File: config.mk
export PLATFORM = sky130hd
export DESIGN_NAME = mpc_region_check
export DESIGN_NICKNAME = d
export VERILOG_FILES = /design/src/include/mpc_pkg.sv /design/src/rtl/mpc_region_check.sv
export VERILOG_INCLUDE_DIRS = /design/src /design/src/include
export SDC_FILE = /design/constraint.sdc
export NUM_CORES = 1
export LEC_CHECK = 0
export BUFFER_PORTS_ARGS = -buffer_cell sky130_fd_sc_hd__clkbuf_2
export CAP_MARGIN = 20
export CORE_ASPECT_RATIO = 1.2
export CORE_MARGIN = 1.5
export CORE_UTILIZATION = 30
export DETAILED_ROUTE_END_ITERATION = 12
export PLACE_DENSITY = 0.51
export REMOVE_ABC_BUFFERS = 1
export SETUP_SLACK_MARGIN = 0.5
export SYNTH_ARGS = -nofsm -noshare
export SYNTH_HDL_FRONTEND = slang
export SYNTH_SLANG_ARGS = --single-unit
export TNS_END_PERCENT = 5
File: constraint.sdc
create_clock -name clk_sys_in -period 7.4 [get_ports clk_sys_in]
set_input_delay 1.11 -clock clk_sys_in [delete_from_list [all_inputs] [get_ports clk_sys_in]]
set_output_delay 1.11 -clock clk_sys_in [all_outputs]
set_load 0.02 [all_outputs]
File: src/include/mpc_map.svh
// register addresses, field positions and encodings of the protection unit
`ifndef MPC_MAP_SVH
`define MPC_MAP_SVH
`define MPC_ADDR_RNS      32'he000ed98
`define MPC_ADDR_RBA      32'he000ed9c
`define MPC_ADDR_RAS      32'he000eda0
`define MPC_ADDR_LAST     32'he000edb8
`define MPC_RNS_W         8
`define MPC_RBA_VALID     4
`define MPC_RBA_BASE_LO   5
`define MPC_RAS_EN        0
`define MPC_RAS_SZ_HI     5
`define MPC_RAS_SZ_LO     1
`define MPC_RAS_B         16
`define MPC_RAS_C         17
`define MPC_RAS_S         18
`define MPC_RAS_TEX_HI    21
`define MPC_RAS_TEX_LO    19
`define MPC_RAS_AP_HI     26
`define MPC_RAS_AP_LO     24
`define MPC_RAS_XN        28
`define MPC_RAS_WMASK     32'h173fff3f
`define MPC_TEX_LEGACY    3'h0
`define MPC_TEX_NC        3'h1
`define MPC_TEX_DEV       3'h2
`define MPC_AP_NONE       3'h0
`define MPC_AP_PRIV       3'h1
`define MPC_AP_URO        3'h2
`define MPC_AP_FULL       3'h3
`define MPC_AP_PRO        3'h5
`define MPC_AP_RO6        3'h6
`define MPC_AP_RO7        3'h7
`define MPC_MMF_IACC      0
`define MPC_MMF_DACC      1
`define MPC_MMF_ADDRV     7
`endif

File: src/include/mpc_pkg.sv
// types shared by the protection unit
package mpc_pkg;
   // memory type of the matching region
   typedef enum logic [1:0] {
      MPC_MT_STRONG,
      MPC_MT_DEVICE,
      MPC_MT_NORMAL,
      MPC_MT_RESERVED
   } mpc_memtype_t;
   // two-bit cache policy code, order gives the code value
   typedef enum logic [1:0] {
      MPC_POL_NC,
      MPC_POL_WB_RWA,
      MPC_POL_WT,
      MPC_POL_WB
   } mpc_policy_t;
endpackage

File: src/rtl/mpc_region_check.sv
// region attribute decoder and access permission checker
`timescale 1ns/1ps
`include "mpc_map.svh"

module mpc_region_check
   import mpc_pkg::*;
#(
   parameter int NREG = 8
) (
   input  wire logic         clk_sys_in,
   input  wire logic         rstn_in,
   input  wire logic         ce_in,
   input  wire logic         reg_sel_in,
   input  wire logic         reg_wr_in,
   input  wire logic [31:0]  reg_addr_in,
   input  wire logic [3:0]   reg_be_in,
   input  wire logic [31:0]  reg_wdata_in,
   output logic      [31:0]  reg_rdata_out,
   input  wire logic         acc_valid_in,
   input  wire logic [31:0]  acc_addr_in,
   input  wire logic         acc_write_in,
   input  wire logic         acc_priv_in,
   input  wire logic         acc_fetch_in,
   output logic              acc_done_out,
   output logic              acc_fault_out,
   output mpc_memtype_t      mem_type_out,
   output logic              shareable_out,
   output mpc_policy_t       inner_pol_out,
   output mpc_policy_t       outer_pol_out,
   output logic              mmf_exc_out,
   input  wire logic         mmf_clear_in,
   output logic      [7:0]   mmf_status_out,
   output logic      [31:0]  mmf_addr_out
);
   localparam int RW = $clog2(NREG);

   //----------------------------------------------------------------
   // register file
   //----------------------------------------------------------------
   logic [`MPC_RNS_W-1:0] rns_r, rns_nxt;        // region select
   logic [31:0] base_r [NREG];                   // base per region
   logic [31:0] base_nxt [NREG];
   logic [31:0] ras_r  [NREG];                   // attribute/size
   logic [31:0] ras_nxt [NREG];
   logic [31:0] rdata_nxt;                       // read answer
   logic [31:0] roff;                            // offset from base reg
   logic [31:0] waddr;                           // word-aligned address
   logic        is_rba, is_ras;                  // decoded targets
   logic [RW-1:0] wreg;                          // region written
   logic [RW-1:0] cur;                           // selected region

   assign cur  = rns_r[RW-1:0];
   assign roff = reg_addr_in - `MPC_ADDR_RBA;
   assign waddr = {reg_addr_in[31:2], 2'h0};

   // address decode and write merge
   always_comb begin
      logic [31:0] m;
      m = 32'h0;
      rns_nxt   = rns_r;
      base_nxt  = base_r;
      ras_nxt   = ras_r;
      rdata_nxt = 32'h0;
      is_rba = reg_addr_in >= `MPC_ADDR_RBA &&
               reg_addr_in <= `MPC_ADDR_LAST && roff[3:0] == 4'h0;
      // halfword and byte stores may land inside the attribute word
      is_ras = waddr >= `MPC_ADDR_RAS &&
               waddr <= `MPC_ADDR_LAST && roff[3:2] == 2'h1;
      wreg = cur;
      if (is_rba && reg_wdata_in[`MPC_RBA_VALID])
         wreg = reg_wdata_in[RW-1:0];
      for (int i = 0; i < 4; i++)
         m[i*8 +: 8] = {8{reg_be_in[i]}};
      // burst lands one word per cycle
      if (reg_sel_in && reg_wr_in) begin
         // each register decoded on its own; a base write with VALID also sets the region number
         if (reg_addr_in == `MPC_ADDR_RNS)
            rns_nxt = reg_wdata_in[`MPC_RNS_W-1:0];
         if (is_rba) begin
            base_nxt[wreg] = {reg_wdata_in[31:`MPC_RBA_BASE_LO],
                              5'h00};
            if (reg_wdata_in[`MPC_RBA_VALID])
               rns_nxt = {{(`MPC_RNS_W-RW){1'b0}}, wreg};
         end
         if (is_ras)
            ras_nxt[cur] = ((ras_r[cur] & ~m) | (reg_wdata_in & m))
                           & `MPC_RAS_WMASK;
      end
      if (reg_sel_in && !reg_wr_in) begin
         if (reg_addr_in == `MPC_ADDR_RNS)
            rdata_nxt = {24'h0, rns_r};
         else if (is_rba)
            rdata_nxt = base_r[cur] |
                        {{(32-RW){1'b0}}, cur};
         else if (is_ras)
            rdata_nxt = ras_r[cur];
      end
   end

   // register storage, reset to zero
   always_ff @(posedge clk_sys_in or negedge rstn_in) begin
      if (!rstn_in) begin
         rns_r         <= '0;
         reg_rdata_out <= 32'h0;
         for (int i = 0; i < NREG; i++) begin
            base_r[i] <= 32'h0;
            ras_r[i]  <= 32'h0;
         end
      end else if (ce_in) begin
         rns_r         <= rns_nxt;
         reg_rdata_out <= rdata_nxt;
         base_r        <= base_nxt;
         ras_r         <= ras_nxt;
      end
   end

   //----------------------------------------------------------------
   // region match and attribute decode
   //----------------------------------------------------------------
   logic         hit;                            // any region matched
   logic [31:0]  attr;                           // winning attributes
   logic         allow;                          // permission result
   mpc_memtype_t mt;                             // decoded type
   logic         sh;                             // decoded shareability
   mpc_policy_t  ip, op;                         // decoded policies

   always_comb begin
      logic [31:0] msk;
      logic [2:0]  type_extension_field, ap;
      logic        c, b, s, wr, pv;
      type_extension_field  = 3'h0;
      ap   = 3'h0;
      c    = 1'b0;
      b    = 1'b0;
      s    = 1'b0;
      wr   = 1'b0;
      pv   = 1'b0;
      hit  = 1'b0;
      attr = 32'h0;
      msk  = 32'h0;
      for (int i = 0; i < NREG; i++) begin
         msk = 32'hffffffff <<
               (ras_r[i][`MPC_RAS_SZ_HI:`MPC_RAS_SZ_LO] + 6'h01);
         if (ras_r[i][`MPC_RAS_EN] &&
             ((acc_addr_in ^ base_r[i]) & msk) == 32'h0) begin
            hit  = 1'b1;
            attr = ras_r[i];
         end
      end
      type_extension_field = attr[`MPC_RAS_TEX_HI:`MPC_RAS_TEX_LO];
      ap  = attr[`MPC_RAS_AP_HI:`MPC_RAS_AP_LO];
      c   = attr[`MPC_RAS_C];
      b   = attr[`MPC_RAS_B];
      s   = attr[`MPC_RAS_S];
      wr  = acc_write_in;
      pv  = acc_priv_in;
      mt  = MPC_MT_RESERVED;
      sh  = s;
      ip  = MPC_POL_NC;
      op  = MPC_POL_NC;
      if (type_extension_field[2]) begin
         // outer from tex, inner from c/b
         mt = MPC_MT_NORMAL;
         op = mpc_policy_t'(type_extension_field[1:0]);
         ip = mpc_policy_t'({c, b});
      end else begin
         case (type_extension_field)
            `MPC_TEX_LEGACY: begin
               if (!c) begin
                  mt = b ? MPC_MT_DEVICE : MPC_MT_STRONG;
                  sh = 1'b1;
               end else begin
                  mt = MPC_MT_NORMAL;
                  op = b ? MPC_POL_WB : MPC_POL_WT;
                  ip = op;
               end
            end
            `MPC_TEX_NC: begin
               if (!c && !b) mt = MPC_MT_NORMAL;
               else if (c && b) begin
                  mt = MPC_MT_NORMAL;
                  op = MPC_POL_WB_RWA;
                  ip = MPC_POL_WB_RWA;
               end
            end
            `MPC_TEX_DEV: begin
               if (!c && !b) begin
                  mt = MPC_MT_DEVICE;
                  sh = 1'b0;
               end
            end
            default: mt = MPC_MT_RESERVED;
         endcase
      end
      case (ap)
         `MPC_AP_NONE: allow = 1'b0;
         `MPC_AP_PRIV: allow = pv;
         `MPC_AP_URO:  allow = pv || !wr;
         `MPC_AP_FULL: allow = 1'b1;
         `MPC_AP_PRO:  allow = pv && !wr;
         `MPC_AP_RO6,
         `MPC_AP_RO7:  allow = !wr;
         default:      allow = 1'b0;
      endcase
      // no hit: background map, privileged only
      if (!hit) begin
         allow = pv;
         mt    = MPC_MT_STRONG;
         sh    = 1'b1;
      end else begin
         // execute-never blocks fetches
         if (acc_fetch_in && attr[`MPC_RAS_XN]) allow = 1'b0;
         if (mt == MPC_MT_RESERVED) allow = 1'b0;
      end
   end

   //----------------------------------------------------------------
   // check result and fault status
   //----------------------------------------------------------------
   logic        fault_now;                       // violation this cycle
   logic        done_nxt, fault_nxt, exc_nxt;
   logic [7:0]  mmf_nxt;
   logic [31:0] mmfa_nxt;

   assign fault_now = acc_valid_in && !allow;

   // sticky status, set beats clear
   always_comb begin
      done_nxt  = acc_valid_in;
      fault_nxt = fault_now;
      exc_nxt   = fault_now;
      mmf_nxt   = mmf_clear_in ? 8'h00 : mmf_status_out;
      mmfa_nxt  = mmf_addr_out;
      if (fault_now) begin
         mmf_nxt[acc_fetch_in ? `MPC_MMF_IACC : `MPC_MMF_DACC] = 1'b1;
         if (!acc_fetch_in) begin
            mmf_nxt[`MPC_MMF_ADDRV] = 1'b1;
            mmfa_nxt = acc_addr_in;
         end
      end
   end

   // result registers; the fault flags in the cycle after the
   // address, before the data phase of a write completes
   always_ff @(posedge clk_sys_in or negedge rstn_in) begin
      if (!rstn_in) begin
         acc_done_out   <= 1'b0;
         acc_fault_out  <= 1'b0;
         mmf_exc_out    <= 1'b0;
         mmf_status_out <= 8'h00;
         mmf_addr_out   <= 32'h0;
         mem_type_out   <= MPC_MT_STRONG;
         shareable_out  <= 1'b0;
         inner_pol_out  <= MPC_POL_NC;
         outer_pol_out  <= MPC_POL_NC;
      end else if (ce_in) begin
         acc_done_out   <= done_nxt;
         acc_fault_out  <= fault_nxt;
         mmf_exc_out    <= exc_nxt;
         mmf_status_out <= mmf_nxt;
         mmf_addr_out   <= mmfa_nxt;
         mem_type_out   <= mt;
         shareable_out  <= sh;
         inner_pol_out  <= ip;
         outer_pol_out  <= op;
      end
   end
endmodule // mpc_region_check

==> run metrics <==
result of the run=completed; Setup WS post-layout=1250 ps; maximum buffer depth of the clock tree=3; FFs w/ async S/R, synth=100%; type of element launching the critical path=flop; violation count after the first detailed-route iteration=1928; cell area reported after detailed placement=0.0311 sq mm; largest net degree at the start of global routing=145; met3 Usage GRT=3.37%; total global routing track utilization=24.2%; number of enable flip-flop cells after synthesis=0; root buffer cell=sky130_fd_sc_hd__clkbuf_16; post-cts resize count=0; layout-stage area growth over the synthesis result=13.8%; Tot Pwr=6.36 mW; power per cell area=193 mW/mm^2; slowest cell delay on critical path=620 ps; clock slew at the register clock pins of the worst setup and hold paths=70 ps; post-layout net count=2940; pre-CTS WS=1090 ps; top library cells by usage in the layout, fill and taps aside=489 x sky130_fd_sc_hd__dfrtp_1, 400 x sky130_fd_sc_hd__mux2_2, 203 x sky130_fd_sc_hd__nand2_1; path category of the worst min-delay check=input pin to asynchronous set/reset pin; number of fillers in the final layout=9815; total I/O pin count=192; average wire length per cell after detail routing=29.4 um; Final period util=83.1%; count of state elements after synthesis=492; max cap viols=0; count of buffers inserted at the top-level ports=186; register-to-register setup slack=1250 ps; Crit-path slowest cell=sky130_fd_sc_hd__dfrtp_1; via count of the first global-routing pass=22879; floorplan core area=0.0956 sq mm; Most Frequent Cell on Critical Path=sky130_fd_sc_hd__ha_1; count of clock tree sinks=492; DRC errors left=0; Clock Skews=28.2 ps; total clock buffers created by CTS=55; layout cells sized above 1=29.7%; unrepaired setup endpoints after global routing=false; hpwl dp=88.3 mm; floorplan die area=0.0986 sq mm; number of standard cells after synthesis=2677; final design area excluding fillers=0.0330 sq mm; maximum ir drop on the vdd rail=0.000166 V; routed wire length=121 mm; aggregate global routing overflow=0; switching part of the total=26.7%; die extent in x=287 um; placed cell count=3997; number of distinct library cells after synthesis=103; Period minus WS final=6150 ps; post-CTS repair timing setup buffer count=0; total net switching power=1.70 mW; via count of the routed design=22858; post-synthesis instance area=0.0290 sq mm; number of iterations in the first detailed-routing pass=5; commonest non-fill, non-tap cell in the layout=sky130_fd_sc_hd__dfrtp_1; met1 track demand over resource=29.4%; share of total power in sequential cells=43.9%; wire length of the first global-routing pass=171 mm; Crit Path Max Fanout=34; headroom to the max-slew limit=24.7%; final standard cell count with taps included and fillers excluded=4103; Core Rows=124; Final Setup Violations=0; TritonCTS clock tree=done; WP data required=7930 ps; number of max-slew violations in the final report=0; Worst Tran Pin Value=1130 ps; routing usage on met2=40.8%; antenna viol nets, final=0; GP Congestion=1.04; antenna violations before repair=1; effective utilization at floorplan=30.3%; worst skew pair latency=650 ps; cell-by-cell trace of the critical path=ha_1 > xor2_1 > buf_4 > nand2_1 > a221oi_1 > o211ai_1 > o41a_1 > o41ai_4 > and2_4 > a221o_2 > o2111ai_1 > a31oi_1 > o22ai_1 > inv_1 > ha_1 > and2_2 > o221a_4 > o21ai_4 > buf_12 > mux2_2; post-synthesis sequential area ratio=42.4%; element type at the critical path end=flop; average instance area after synthesis=10.8 sq um; CTS H-Tree Depth=2; endpoint arrival time on the critical path=6680 ps; Yosys Warn Count=0; Post-CTS Hold Buffers=0; category of the critical setup timing path=flop to flop; internal power consumption=4.66 mW; maximum clock frequency=0.163 GHz; leakage power summed over all cells=14.9 nW; post-DR vias/cell=5.57; Clk network pwr share=46.1%; final hold violation count=0; final total negative setup slack=0 ps; busiest layer in global routing=met2; power share of the combinational group=10.1%; main flop type after synthesis=sky130_fd_sc_hd__dfrtp_1; Die Span Y=344 um
final timing paths:
kind                             from              end  cells past startpoint
setup / recovery           ras_r[226]  mmf_addr_out[2]                     20
hold / removal                rstn_in  mmf_addr_out[7]                      1
setup reg to reg           ras_r[226]  mmf_addr_out[2]                     20
hold reg to reg            ras_r[145]       ras_r[145]                      2
max in group asynchronous     rstn_in         rns_r[0]                      2
min in group clk_sys_in    ras_r[145]       ras_r[145]                      2
state kept, by name (all words and copies together), names as in the netlist:
name,count
rns_r,8
acc_done_out,1
mmf_addr_out,32
mmf_exc_out,1
shareable_out,1
mmf_status_out,3
inner_pol_out,2
mem_type_out,2
ras_r,192
reg_rdata_out,32
base_r,216
outer_pol_out,2
worst max-delay path, delay by kind of cell, from the launching register on:
kind,cells,cell delay (ps)
AOI/OAI and AO/OA,10,2740
adders and majority gates,2,800
DFF,1,620
buffers and inverters,3,540
and+or+nand+nor,3,540
muxes,1,380
xor gates and xnor gates,1,190
Yosys cell counts, drive strengths merged (21+ instances only):
library cell	count	area [sq um]
dfrtp	492	12300
mux2	428	4920
nand2	203	762
o21ai	136	692
xnor2	132	1160
nor2	119	447
xor2	112	996
a21oi	106	538
o22ai	98	613
inv	95	357
clkbuf	93	349
buf	83	543
nand3	45	238
mux2i	44	444
mux4	44	991
ha	35	438
a22oi	25	188
a31oi	25	156
o221ai	25	219
nor3	21	105
area by class of cell:
class	instances	area (sq um)	area share (%)
Multi-Input combinational cell	1915	15500	46.9
Sequential cell	492	12300	37.3
Clock buffer	87	1660	5.02
Tap cell	1260	1580	4.78
Timing Repair Buffer	233	1360	4.13
Inverter	98	369	1.12
Clock inverter	16	226	0.686
Antenna cell	2	5.00	0.0152
cell families after synthesis:
family | count (synthesis) | synth area share, %
flops | 492 | 42.4
compound gates | 590 | 13.7
simple gates | 521 | 8.49
other cells | 1 | 0.0129
buf+inv | 274 | 4.35
mux | 516 | 21.9
fa+ha+maj | 39 | 1.65
xor+xnor | 244 | 7.45
power groups by stage:
stage | Clock, mW | Combinational [mW] | Sequential, mW
global placement | 0 | 0.639 | 2.84
detailed placement | 0 | 0.639 | 2.84
finish | 2.93 | 0.640 | 2.79
CTS | 2.98 | 0.642 | 2.79
floorplan | 0 | 0.231 | 2.88
global route | 3.08 | 0.679 | 2.79
routing by layer:
metal / share of wire (%) / routed length [um]
met1: 40 / 48100
met2: 48 / 58200
met3: 5.3 / 6340
met4: 6.7 / 8050
met5: 0 / 0
stage by stage:
| step | hold WS, ps | utilization, % |
|---|---|---|
| floorplan | 450 | - |
| global placement | 465 | 32.5 |
| detailed placement | 471 | 32.5 |
| CTS | 474 | 34.5 |
| global route | 466 | 34.5 |
| finish | 428 | 34.5 |
(Power assumes the default switching activity.)
